==> src/include/pmc_map.svh <==
// Register map, field positions, reset values and timing counts for the
// power mode controller. Definitions only; included by bare name.
`ifndef PMC_MAP_SVH
`define PMC_MAP_SVH

`define PMC_OFS_CTRL_A 16'hfff0
`define PMC_OFS_CTRL_B 16'hfff1

// power_mode_ctrl_a fields
`define PMC_A_DEEP_POWER 7
`define PMC_A_SETTLE_HI 6
`define PMC_A_SETTLE_LO 4
`define PMC_A_SLOW_CLOCK 3
`define PMC_A_MID_DIV_HI 1
`define PMC_A_MID_DIV_LO 0
`define PMC_A_RESET 8'h07

// power_mode_ctrl_b fields
`define PMC_B_SAMPLE_RATE 4
`define PMC_B_DIRECT_SWITCH 3
`define PMC_B_MID_SPEED 2
`define PMC_B_SUB_DIV_HI 1
`define PMC_B_SUB_DIV_LO 0
`define PMC_B_RESET 8'he0

// Oscillator settling waits, in states
`define PMC_SETTLE_0 8192
`define PMC_SETTLE_1 16384
`define PMC_SETTLE_2 32768
`define PMC_SETTLE_3 65536
`define PMC_SETTLE_4 131072
`define PMC_SETTLE_W 17

`endif

==> src/include/pmc_pkg.sv <==
// Types shared by the power mode controller and its clock divider.
// Assumes nothing beyond a SystemVerilog compiler.
package pmc_pkg;

    typedef enum logic [3:0] {
        PMC_ACT_HI,
        PMC_ACT_MID,
        PMC_SLEEP_HI,
        PMC_SLEEP_MID,
        PMC_SUBACT,
        PMC_SUBSLEEP,
        PMC_WATCH,
        PMC_STANDBY,
        PMC_SETTLE
    } pmc_mode_t;

    typedef logic [1:0] pmc_div_t;

endpackage

==> src/include/pmc_clk_if.sv <==
// Divider settings and rate enables between controller and clock divider.
// Assumes both ends run on the same oscillator clock.
`timescale 1ns/10ps
`default_nettype none

interface pmc_clk_if;
    pmc_pkg::pmc_div_t midDiv;
    logic sampleFast;
    pmc_pkg::pmc_div_t subDiv;
    logic watchClk;
    logic midTick;
    logic sampleTick;
    logic subTick;

    modport ctl (
        output midDiv,
        output sampleFast,
        output subDiv,
        output watchClk,
        input midTick,
        input sampleTick,
        input subTick
    );

    modport div (
        input midDiv,
        input sampleFast,
        input subDiv,
        input watchClk,
        output midTick,
        output sampleTick,
        output subTick
    );
endinterface

`default_nettype wire

==> src/hw/pmc_clk_div.sv <==
// Rate enables: medium-speed tick, watch-clock sample tick and
// subactive CPU tick. Assumes the watch clock is a level synchronous
// to core_clk.
`timescale 1ns/10ps
`default_nettype none

`include "pmc_map.svh"

module pmc_clk_div (
    input wire logic core_clk,
    input wire logic resetn,
    pmc_clk_if.div bus
);

    logic [6:0] oscCnt;
    logic watchSamp;
    logic watchPrev;
    logic [2:0] subCnt;
    wire watchRise;
    wire [2:0] subLast;
    wire midHit;
    wire sampleHit;

    // =====================================================
    // Decode
    // =====================================================
    // Divide by 16, 32, 64, 128 from one free-running counter
    assign midHit = (bus.midDiv == 2'h0) ? (oscCnt[3:0] == 4'hf) :
                    (bus.midDiv == 2'h1) ? (oscCnt[4:0] == 5'h1f) :
                    (bus.midDiv == 2'h2) ? (oscCnt[5:0] == 6'h3f) :
                    (oscCnt == 7'h7f);
    assign sampleHit = bus.sampleFast ? (oscCnt[1:0] == 2'h3)
                                      : (oscCnt[3:0] == 4'hf);
    assign watchRise = watchSamp & ~watchPrev;
    // Watch clock divided by 8, 4 or 2
    assign subLast = (bus.subDiv == 2'h0) ? 3'h7 :
                     (bus.subDiv == 2'h1) ? 3'h3 : 3'h1;

    // =====================================================
    // Counters
    // =====================================================
    always_ff @(posedge core_clk or negedge resetn) begin
        if (!resetn) begin
            oscCnt <= 7'h00;
        end else begin
            oscCnt <= oscCnt + 7'h01;
        end
    end

    // Sampling at a slow rate filters glitches on the watch clock
    always_ff @(posedge core_clk or negedge resetn) begin
        if (!resetn) begin
            watchSamp <= 1'b0;
            watchPrev <= 1'b0;
        end else if (sampleHit) begin
            watchSamp <= bus.watchClk;
            watchPrev <= watchSamp;
        end
    end

    always_ff @(posedge core_clk or negedge resetn) begin
        if (!resetn) begin
            subCnt <= 3'h0;
            bus.subTick <= 1'b0;
        end else begin
            bus.subTick <= 1'b0;
            if (sampleHit && watchRise) begin
                if (subCnt >= subLast) begin
                    subCnt <= 3'h0;
                    bus.subTick <= 1'b1;
                end else begin
                    subCnt <= subCnt + 3'h1;
                end
            end
        end
    end

    always_ff @(posedge core_clk or negedge resetn) begin
        if (!resetn) begin
            bus.midTick <= 1'b0;
            bus.sampleTick <= 1'b0;
        end else begin
            bus.midTick <= midHit;
            bus.sampleTick <= sampleHit;
        end
    end

endmodule // pmc_clk_div

`default_nettype wire

==> src/hw/pmc_power_mode_control.sv <==
// Power mode controller: two control registers and the mode sequencer
// that acts on the CPU's sleep instruction and on wake-up interrupts.
// Assumes core_clk is the oscillator clock, one state per cycle, and
// that the CPU pulses sleepExec for one cycle per sleep instruction.
//
// Contract
// - Deep select 0: sleep from active gives sleep, from subactive subsleep.
// - Deep select 1: active goes standby or watch; subactive goes watch.
// - From active with deep select, time-base bit picks watch else standby.
// - Wake to active waits 8192..131072 states by the 3-bit settle code.
// - Slow clock select picks subclock or system clock after watch.
// - Bit 2 of control A reads 1 and ignores writes.
// - Medium divider gives osc /16, /32, /64, /128; reset is /128.
// - Bits 7..5 of control B read 1 and ignore writes.
// - Sample select: 0 samples watch clock at osc/16, 1 at osc/4.
// - Direct switch 0: sleep enters standby, watch, sleep or subsleep.
// - Direct from high-speed goes to medium or subactive by bits.
// - Direct from medium-speed goes to high-speed or subactive by bits.
// - Direct from subactive goes to high or medium speed by mid bit.
// - Mid-speed bit steers resumption and sleep speed.
// - Subactive divider gives watch clock /8, /4, /2; reset /8.
// - Subactive divider writes are ignored during subactive operation.
// - Reset loads 0x07 into control A and 0xe0 into control B.
// - In standby port registers hold while port outputs float.
// - In standby and watch external interrupts are ignored, flags kept.
// - Timer A runs in watch and sub modes only with time-base selected.
//
// The strobed register port was chosen for this implementation.
`timescale 1ns/10ps
`default_nettype none

`include "pmc_map.svh"

module pmc_power_mode_control #(
    parameter int SETTLE_0 = `PMC_SETTLE_0,
    parameter int SETTLE_1 = `PMC_SETTLE_1,
    parameter int SETTLE_2 = `PMC_SETTLE_2,
    parameter int SETTLE_3 = `PMC_SETTLE_3,
    parameter int SETTLE_4 = `PMC_SETTLE_4
) (
    input wire logic core_clk,
    input wire logic resetn,
    input wire logic [15:0] regAddr,
    input wire logic [7:0] regWrData,
    input wire logic regWr,
    input wire logic regRd,
    output logic [7:0] regRdData,
    input wire logic sleepExec,
    input wire logic timebaseWatchSelect,
    input wire logic wakeTimerA,
    input wire logic wakeIrq0,
    input wire logic wakeIrq1,
    input wire logic wakeOther,
    input wire logic watchClk,
    output logic [3:0] modeCode,
    output logic cpuRun,
    output logic cpuClkEn,
    output logic sysOscRun,
    output logic portHiZ,
    output logic extIrqHold,
    output logic timerARun,
    output logic watchSampleEn
);

    // =====================================================
    // Control registers
    // =====================================================
    logic deepPowerSelect;
    logic [2:0] settleTimeSel;
    logic slowClockSelect;
    pmc_pkg::pmc_div_t midSpeedDiv;
    logic watchSampleRateSelect;
    logic directSwitchSelect;
    logic midSpeedSelect;
    pmc_pkg::pmc_div_t subClockDiv;

    pmc_pkg::pmc_mode_t mode;
    pmc_pkg::pmc_mode_t next_mode;
    logic [`PMC_SETTLE_W-1:0] settleCnt;
    logic [`PMC_SETTLE_W-1:0] settleLast;

    wire selA;
    wire selB;
    wire wrA;
    wire wrB;
    wire [7:0] ctrlA;
    wire [7:0] ctrlB;
    wire [7:0] next_rdData;
    wire inSubact;
    wire wakeAny;
    wire settleDone;

    pmc_clk_if clkBus ();

    // =====================================================
    // Register decode
    // =====================================================
    assign selA = (regAddr == `PMC_OFS_CTRL_A);
    assign selB = (regAddr == `PMC_OFS_CTRL_B);
    assign wrA = regWr & selA;
    assign wrB = regWr & selB;
    assign inSubact = (mode == pmc_pkg::PMC_SUBACT);

    // Fixed bits are built into the read value, not stored
    assign ctrlA = {deepPowerSelect, settleTimeSel, slowClockSelect,
                    1'b1, midSpeedDiv};
    assign ctrlB = {3'h7, watchSampleRateSelect, directSwitchSelect,
                    midSpeedSelect, subClockDiv};
    // Unmapped reads return zero
    assign next_rdData = !regRd ? 8'h00 :
                         selA ? ctrlA :
                         selB ? ctrlB : 8'h00;

    always_ff @(posedge core_clk or negedge resetn) begin
        if (!resetn) begin
            deepPowerSelect <= 1'(`PMC_A_RESET >> `PMC_A_DEEP_POWER);
            settleTimeSel <= 3'h0;
            slowClockSelect <= 1'b0;
            midSpeedDiv <= 2'h3;
        end else if (wrA) begin
            deepPowerSelect <= regWrData[`PMC_A_DEEP_POWER];
            settleTimeSel <= regWrData[`PMC_A_SETTLE_HI:`PMC_A_SETTLE_LO];
            slowClockSelect <= regWrData[`PMC_A_SLOW_CLOCK];
            midSpeedDiv <= regWrData[`PMC_A_MID_DIV_HI:`PMC_A_MID_DIV_LO];
        end
    end

    always_ff @(posedge core_clk or negedge resetn) begin
        if (!resetn) begin
            watchSampleRateSelect <= 1'b0;
            directSwitchSelect <= 1'b0;
            midSpeedSelect <= 1'b0;
            subClockDiv <= 2'h0;
        end else if (wrB) begin
            watchSampleRateSelect <= regWrData[`PMC_B_SAMPLE_RATE];
            directSwitchSelect <= regWrData[`PMC_B_DIRECT_SWITCH];
            midSpeedSelect <= regWrData[`PMC_B_MID_SPEED];
            // Changing the divider under a running subclock CPU is unsafe
            if (!inSubact) begin
                subClockDiv <= regWrData[`PMC_B_SUB_DIV_HI:
                                         `PMC_B_SUB_DIV_LO];
            end
        end
    end

    always_ff @(posedge core_clk or negedge resetn) begin
        if (!resetn) begin
            regRdData <= 8'h00;
        end else begin
            regRdData <= next_rdData;
        end
    end

    // =====================================================
    // Clock divider
    // =====================================================
    assign clkBus.midDiv = midSpeedDiv;
    assign clkBus.sampleFast = watchSampleRateSelect;
    assign clkBus.subDiv = subClockDiv;
    assign clkBus.watchClk = watchClk;

    pmc_clk_div uDiv (
        .core_clk(core_clk),
        .resetn(resetn),
        .bus(clkBus.div)
    );

    // =====================================================
    // Settling wait
    // =====================================================
    function automatic logic [`PMC_SETTLE_W-1:0] settleCount(
        input logic [2:0] code
    );
        int states;
        case (code)
            3'h0: states = SETTLE_0;
            3'h1: states = SETTLE_1;
            3'h2: states = SETTLE_2;
            3'h3: states = SETTLE_3;
            default: states = SETTLE_4;
        endcase
        settleCount = `PMC_SETTLE_W'(states - 1);
    endfunction

    // Code is latched at wake so a late write cannot stretch the wait
    assign settleDone = (settleCnt == settleLast);

    always_ff @(posedge core_clk or negedge resetn) begin
        if (!resetn) begin
            settleCnt <= '0;
            settleLast <= '0;
        end else if (mode == pmc_pkg::PMC_SETTLE) begin
            settleCnt <= settleCnt + `PMC_SETTLE_W'(1);
        end else begin
            settleCnt <= '0;
            settleLast <= settleCount(settleTimeSel);
        end
    end

    // =====================================================
    // Mode sequencer
    // =====================================================
    assign wakeAny = wakeTimerA | wakeIrq0 | wakeIrq1 | wakeOther;

    // Low-power entry from active when no direct switch applies
    function automatic pmc_pkg::pmc_mode_t activeSleepTarget(
        input logic deep,
        input logic timebase,
        input logic mid
    );
        if (deep) begin
            activeSleepTarget = timebase ? pmc_pkg::PMC_WATCH
                                         : pmc_pkg::PMC_STANDBY;
        end else begin
            activeSleepTarget = mid ? pmc_pkg::PMC_SLEEP_MID
                                    : pmc_pkg::PMC_SLEEP_HI;
        end
    endfunction

    always_comb begin
        next_mode = mode;
        case (mode)
            pmc_pkg::PMC_ACT_HI: begin
                if (sleepExec) begin
                    if (directSwitchSelect && !deepPowerSelect &&
                        midSpeedSelect && !slowClockSelect) begin
                        next_mode = pmc_pkg::PMC_ACT_MID;
                    end else if (directSwitchSelect && deepPowerSelect &&
                                 timebaseWatchSelect && slowClockSelect) begin
                        next_mode = pmc_pkg::PMC_SUBACT;
                    end else begin
                        next_mode = activeSleepTarget(deepPowerSelect,
                            timebaseWatchSelect, midSpeedSelect);
                    end
                end
            end
            pmc_pkg::PMC_ACT_MID: begin
                if (sleepExec) begin
                    if (directSwitchSelect && !deepPowerSelect &&
                        !midSpeedSelect && !slowClockSelect) begin
                        next_mode = pmc_pkg::PMC_ACT_HI;
                    end else if (directSwitchSelect && deepPowerSelect &&
                                 timebaseWatchSelect && slowClockSelect) begin
                        next_mode = pmc_pkg::PMC_SUBACT;
                    end else begin
                        next_mode = activeSleepTarget(deepPowerSelect,
                            timebaseWatchSelect, midSpeedSelect);
                    end
                end
            end
            pmc_pkg::PMC_SUBACT: begin
                if (sleepExec) begin
                    if (directSwitchSelect && deepPowerSelect &&
                        timebaseWatchSelect && !slowClockSelect) begin
                        next_mode = midSpeedSelect ? pmc_pkg::PMC_ACT_MID
                                                   : pmc_pkg::PMC_ACT_HI;
                    end else if (deepPowerSelect) begin
                        next_mode = pmc_pkg::PMC_WATCH;
                    end else begin
                        next_mode = pmc_pkg::PMC_SUBSLEEP;
                    end
                end
            end
            pmc_pkg::PMC_SLEEP_HI: begin
                if (wakeAny) begin
                    next_mode = pmc_pkg::PMC_ACT_HI;
                end
            end
            pmc_pkg::PMC_SLEEP_MID: begin
                if (wakeAny) begin
                    next_mode = pmc_pkg::PMC_ACT_MID;
                end
            end
            pmc_pkg::PMC_SUBSLEEP: begin
                if (wakeAny) begin
                    next_mode = pmc_pkg::PMC_SUBACT;
                end
            end
            pmc_pkg::PMC_STANDBY: begin
                if (wakeIrq0 || wakeIrq1) begin
                    next_mode = pmc_pkg::PMC_SETTLE;
                end
            end
            pmc_pkg::PMC_WATCH: begin
                if (wakeTimerA || wakeIrq0) begin
                    next_mode = slowClockSelect ? pmc_pkg::PMC_SUBACT
                                                : pmc_pkg::PMC_SETTLE;
                end
            end
            pmc_pkg::PMC_SETTLE: begin
                if (settleDone) begin
                    next_mode = midSpeedSelect ? pmc_pkg::PMC_ACT_MID
                                               : pmc_pkg::PMC_ACT_HI;
                end
            end
            default: next_mode = pmc_pkg::PMC_ACT_HI;
        endcase
    end

    always_ff @(posedge core_clk or negedge resetn) begin
        if (!resetn) begin
            mode <= pmc_pkg::PMC_ACT_HI;
        end else begin
            mode <= next_mode;
        end
    end

    // =====================================================
    // Registered mode outputs
    // =====================================================
    wire nxtActive;
    wire nxtSub;
    wire nxtStandby;
    wire nxtWatch;
    wire nxtOscOff;
    wire nxtCpuClk;

    assign nxtActive = (next_mode == pmc_pkg::PMC_ACT_HI) ||
                       (next_mode == pmc_pkg::PMC_ACT_MID) ||
                       (next_mode == pmc_pkg::PMC_SUBACT);
    assign nxtSub = (next_mode == pmc_pkg::PMC_SUBACT) ||
                    (next_mode == pmc_pkg::PMC_SUBSLEEP);
    assign nxtStandby = (next_mode == pmc_pkg::PMC_STANDBY);
    assign nxtWatch = (next_mode == pmc_pkg::PMC_WATCH);
    // Oscillator restarts as soon as the settling wait begins
    assign nxtOscOff = nxtSub || nxtStandby || nxtWatch;
    assign nxtCpuClk =
        (next_mode == pmc_pkg::PMC_ACT_HI) ? 1'b1 :
        (next_mode == pmc_pkg::PMC_ACT_MID) ? clkBus.midTick :
        (next_mode == pmc_pkg::PMC_SUBACT) ? clkBus.subTick : 1'b0;

    always_ff @(posedge core_clk or negedge resetn) begin
        if (!resetn) begin
            modeCode <= 4'h0;
            cpuRun <= 1'b1;
            cpuClkEn <= 1'b1;
            sysOscRun <= 1'b1;
            portHiZ <= 1'b0;
            extIrqHold <= 1'b0;
            timerARun <= 1'b1;
            watchSampleEn <= 1'b0;
        end else begin
            modeCode <= next_mode;
            cpuRun <= nxtActive;
            cpuClkEn <= nxtCpuClk;
            sysOscRun <= !nxtOscOff;
            portHiZ <= nxtStandby;
            extIrqHold <= nxtStandby || nxtWatch;
            timerARun <= nxtStandby ? 1'b0 :
                         (nxtSub || nxtWatch) ? timebaseWatchSelect :
                         1'b1;
            watchSampleEn <= clkBus.sampleTick;
        end
    end

endmodule // pmc_power_mode_control

`default_nettype wire

==> config.mk <==
export PLATFORM = sky130hd
export DESIGN_NAME = pmc_power_mode_control
export DESIGN_NICKNAME = d
export VERILOG_FILES = /design/src/include/pmc_pkg.sv /design/src/include/pmc_clk_if.sv /design/src/hw/pmc_clk_div.sv /design/src/hw/pmc_power_mode_control.sv
export VERILOG_INCLUDE_DIRS = /design/src /design/src/include
export SDC_FILE = /design/constraint.sdc
export NUM_CORES = 1
export LEC_CHECK = 0
export BUFFER_PORTS_ARGS = -buffer_cell sky130_fd_sc_hd__buf_4
export CAP_MARGIN = 20
export CORE_MARGIN = 3
export CORE_UTILIZATION = 45
export DETAILED_ROUTE_END_ITERATION = 16
export MAX_ROUTING_LAYER = met4
export PLACE_DENSITY = 0.74
export SKIP_CTS_REPAIR_TIMING = 1
export SLEW_MARGIN = 20
export SYNTH_ARGS = -nofsm -noshare
export SYNTH_HDL_FRONTEND = slang
export SYNTH_SLANG_ARGS = --single-unit
==> constraint.sdc <==
create_clock -name core_clk -period 3.9 [get_ports core_clk]
set_input_delay 0.195 -clock core_clk [delete_from_list [all_inputs] [get_ports core_clk]]
set_output_delay 0.195 -clock core_clk [all_outputs]
set_load 0.01 [all_outputs]
# --- After elaboration in Yosys (flattened, before gate mapping) ---
# Cells that the tools add are included.
classes:
  addsub: 4
  n_mul: 0
  n_div: 0
  n_lt_le_gt_ge: 1
  n_eq_ne: 27
  n_shift: 0
  mux: 40
  n_bitwise: 8
  n_reduce_logical: 29
op_table:
  columns: ["op", "count"]
  rows:
  - ["$pmux 17 s4", 1]
  - ["$mux 4", 13]
  - ["$pmux 4 s9", 1]
  - ["$mux 17", 2]
  - ["$eq 16x16->1 const B", 2]
  - ["$eq 4x3->1 const B", 8]
  - ["$mux 8", 3]
  - ["$add 17x1->17 const B", 1]
  - ["$eq 17x17->1", 1]
  - ["$sub 17x2->17 const B", 1]
  - ["$mux 1", 14]
  - ["$mux 3", 4]
  - ["$logic_and 1x1->1", 10]
  - ["$logic_or 1x1->1", 9]
  - ["$eq 4x1->1 const B", 2]
  - ["$eq 4x2->1 const B", 2]
  - ["$eq 4x4->1 const B", 2]
  - ["$logic_not 4->1", 2]
  - ["$add 7x1->7 const B", 1]
  - ["$eq 7x7->1 const B", 1]
  - ["$eq 3x2->1 const B", 2]
  - ["$eq 6x6->1 const B", 1]
  - ["$eq 5x5->1 const B", 1]
  - ["$eq 2x1->1 const B", 2]
  - ["other kinds (12)", 23]
totals:
  ff_bits: 80
  latch_bits: 0
  mem_bits_rw: 0
  rom_bits: 0
  input_bits: 35
  out_inout_bits: 19
  wordCells: 135
  memories: 0

# --- Longest topological paths before layout ---
depth:
  ltp_word: 12
  mapped_depth: 7
  mapped_depth_nobuf: 7

# --- Modules after synthesis ---
# Synthesis repeated with hierarchy kept, for this count alone.
hier_totals:
  cells_unflattened: 298
  hier_area_um2: 3273.1
by_module_without_submodules:
  columns: ["mod", "instances", "cells_per_inst", "area_each_um2", "seq_area_each_um2"]
  rows:
  - ["pmc_power_mode_control", 1, 244, 2591.2, 1333.8]
  - ["pmc_clk_div", 1, 54, 681.9, 375.4]

# --- Worst setup path after synthesis ---
# No wires, ideal clock.
synth_path:
  kind: "register to register"
  start: "register settleLast[12]"
  end: "register timerARun"
  setup_ns: 0.087
  arrival_ns: 1.748
  required_ns: 3.813
  slack_ns: 2.065
  path_stages_with_launch: 8
  path_buffers: 1
  synth_period_minus_slack_ns: 1.835
  cell_sequence: "dfrtp_1 -> buf_6 -> or4_4 -> o22ai_2 -> nand4_2 -> o31a_1 -> o21ai_1 -> nand2_1"
synth_via:
  elab_chain_len: 8
  word_cells_on_any_way: 11
  classes_between: "eq/ne (5); mux (4); reduce/logical (2)"
synth_lines:
  columns: ["item", "line_no", "text"]
  rows:
  - ["start: declaration", "pmc_power_mode_control.sv:80", "logic [`PMC_SETTLE_W-1:0] settleLast;"]
  - ["start signal: assignment", "pmc_power_mode_control.sv:196", "settleLast <= settleCount(settleTimeSel);"]
  - ["$eq 17x17->1 (*)", "pmc_power_mode_control.sv:186", "assign settleDone = (settleCnt == settleLast);"]
  - ["$mux 4 (*)", "pmc_power_mode_control.sv:291", "if (settleDone) begin"]
  - ["$pmux 4 s9 (*)", "pmc_power_mode_control.sv:222", "case (mode)"]
  - ["$eq 4x3->1, on equally long branches", "pmc_power_mode_control.sv:321, pmc_power_mode_control.sv:322", null]
  - ["$logic_or 1x1->1", "pmc_power_mode_control.sv:321", "assign nxtSub = (next_mode == pmc_pkg::PMC_SUBACT) ||"]
  - ["$logic_or 1x1->1", "pmc_power_mode_control.sv:350", "(nxtSub || nxtWatch) ? timebaseWatchSelect :"]
  - ["$mux 1", "pmc_power_mode_control.sv:350", null]
  - ["$mux 1 (*)", "pmc_power_mode_control.sv:349", "timerARun <= nxtStandby ? 1'b0 :"]
  - ["end signal: assignment", "pmc_power_mode_control.sv:349", null]
  - ["end: declaration", "pmc_power_mode_control.sv:61", "output logic timerARun,"]
# Mark *: on every way between the ends. The rest lies on a longest branch, timed or not.
# A chain may end at the register's enable or synchronous reset.

==> results.toml <==
[cts]
clock-sinks = 68
root_buffer = "clkbuf_8"
htreeDepth = 3
clockBufferDepth = 2
cts_buffers = 9
path_clk_slew_ns = 0.07
clk_latency_ns = 0.34
cts_tree = "yes"

[setup_path]
crit_slowest_cell = "nor4b_4"
crit_family = "simple AND/OR/NAND/NOR gates"
worstPathArrival_ns = 2.25
crit_buf_inv = 0
crit_type = "reg -> reg"
path_max_fanout = 12
worst_setup_path_start_kind = "flip-flop"
worstPathCellList = "nor4b_4, nand2_1, or2_2, o32ai_1, nand3b_1, a21oi_1"
critPathCaptureType = "flip-flop"
rrSetupSlack_ns = 1.91
max_stage_delay_ns = 0.58
cp.required_ns = 4.17

[synth]
synth_async_sr_flop_share_pct = 100
ys_top_cells_by_area = "dfrtp_1 47%, dfstp_2 4.8%, nor2_1 4.2%, mux2_1 4.1%, xor2_1 3.7%"
yosysTopAreaCell = "dfrtp_1"
synth_ff_type = "dfrtp_1"
synthCells = 303
yosysTopAreaCellShare_pct = 47.4
synth_seq_cells = 68
synth_edf_count = 0
yosys_warnings = 0
yosys.cell_types.count = 58
syn_nets = 345
ys_seq_area_share_pct = 52.2
synthesis.area_um2 = 3280
avgSynthCellArea_um2 = 10.8

[run]
drv_cap = 0

[routing]
first_pass_iters = 4
vias = 2423
route.detailed.drc = 0
avgViaCountPerCell = 5.26
dr.first_iter.drc_count = 100
antenna_left = 0
wl_per_cell_um = 14.3
wl_mm = 6.58

[placement]
placed_cells = 445
dp_hpwl_mm = 4.71
gp_congestion = 0.852
portBuffers = 53

[pwr]
total_power_mw = 1.59
power_frac_clock_pct = 39.7
power_switching_mw = 0.387
p_leak_nw = 1.86
p_sw_share_pct = 24.3
comb_power_share_pct = 11.5
p_per_area_nw_per_um2 = 400
p_int_mw = 1.20
peakVddDrop_uv = 230
power_frac_seq_pct = 48.8

[sta]
whs_ns = -0.0466
period_needed_ns = 1.99
fmax_ghz = 0.503
skew_ns = 0.00902
finalHoldViolations = 62
fin_crit_sh_pct = 50.9
rsz0062_at_grt = "false"
maxSlewViolCount = 0
finalSetupViolCount = 0
worstMarginPinSlew_ns = 0.837
slew_headroom_pct = 44.2
finalSetupTns_ns = 0

[cells_and_area]
stdcell_count = 461
diodes = 0
mostFrequentLayoutCells = "62 x dfrtp_1, 53 x buf_4, 37 x nor2_1"
drive_gt1_share_pct = 24.4
nFillCells = 601
fin_nets = 402
mostFrequentLayoutCell = "dfrtp_1"
area_growth_pct = 21.4

[global_routing]
first_global_vias = 2416
grt_overflow = 0
grt_use_total_pct = 17.3
antenna_found_initial = 0
grt_max_degree = 69
grt_pass1_wl_mm = 11.1

[die]
start_util_pct = 47.2
die_h_um = 91.3
coreArea_um2 = 6940
design.portCount = 54
row_count = 30
dieArea_um2 = 8340
die_w_um = 91.3

[status]
status = "finished, violations left"
violations = "hold timing"

[min_path]
hold_path.class = "in -> async"
[final timing paths]
kind | end | from | cells after the start
setup / recovery | cpuClkEn | modeCode[2] | 6
hold / removal | settleCnt[0] | resetn | 1
setup reg to reg | cpuClkEn | modeCode[2] | 6
hold reg to reg | watchSampleEn | uDiv.bus.sampleTick | 0
max in group asynchronous | deepPowerSelect | resetn | 1
min in group core_clk | settleTimeSel[2] | regWrData[6] | 2
[state kept, by name (all words and copies together), names as in the netlist, 2 cells and up]
register / flops
settleTimeSel: 3
uDiv.oscCnt: 7
settleLast: 5
settleCnt: 17
uDiv.subCnt: 3
regRdData: 8
clkBus.subDiv: 2
clkBus.midDiv: 2
modeCode: 4
[worst reg2reg max path: cells and delay by family (launching register included)]
| family | cells | cell delay, ns |
|---|---|---|
| AND/OR/NAND/NOR | 4 | 1.12 |
| flip-flops | 1 | 0.52 |
| AO/OA/AOI/OAI | 2 | 0.27 |
[final cells by class]
class	instances	area, um^2	area share (%)
repair buffers	53	398	10.0
multi-input cells	220	1500	37.7
inverters	8	30.0	0.755
clock buffers	12	145	3.65
well taps	96	120	3.02
clock inverters	4	72.6	1.83
flip-flops and latches	68	1710	43.0
[Yosys cell counts, drive strengths merged, types with 3 or more instances]
cell type,n
mux2,15
and3,8
nor2b,5
buf,3
nand4,7
mux2i,3
nor3,7
nor2,37
a21oi,8
or4,4
clkbuf,4
dfstp,6
nor4b,3
dfrtp,62
a22oi,3
nand3,15
or3,3
xnor2,10
xor2,14
nor4,3
nand3b,3
o22ai,5
a21o,3
or2,3
o21ai,8
inv,8
nand2,24
ha,7
[per-layer routing]
metal / share of wire [%] / wire (um) / track usage, %
met3: 4.0 / 264 / 5.22
met2: 49 / 3240 / 27.9
met1: 45 / 2980 / 20.8
met5: 0 / 0 / -
met4: 1.3 / 85 / 6.03
[cell families (layout without fill, tap and decap cells)]
group	Yosys count	in the layout	synth area share, %
simple gates	131	131	22.0
flops	68	68	52.2
compound gates	40	40	8.59
xor+xnor	24	24	6.42
mux	18	18	6.07
buf+inv	15	77	2.02
fa+ha+maj	7	7	2.67
[power by group through the flow]
stage	registers [mW]	clock network, mW	logic (mW)
2_1_floorplan	0.770	0	0.113
3_3_place_gp	0.788	0	0.182
3_5_place_dp	0.790	0	0.184
4_1_cts	0.777	0.647	0.185
5_1_grt	0.782	0.678	0.205
6_report	0.777	0.632	0.182
[per-stage QoR]
step	setup slack, ns	cell area [um^2]	util [%]
finish	1.91	3980	57.2
global route	1.75	3980	57.2
CTS	1.91	3980	57.2
detailed placement	1.89	3760	54.1
global placement	1.93	3760	54.1
floorplan	2.07	3280	-
Power figures use the tool's default switching activity.
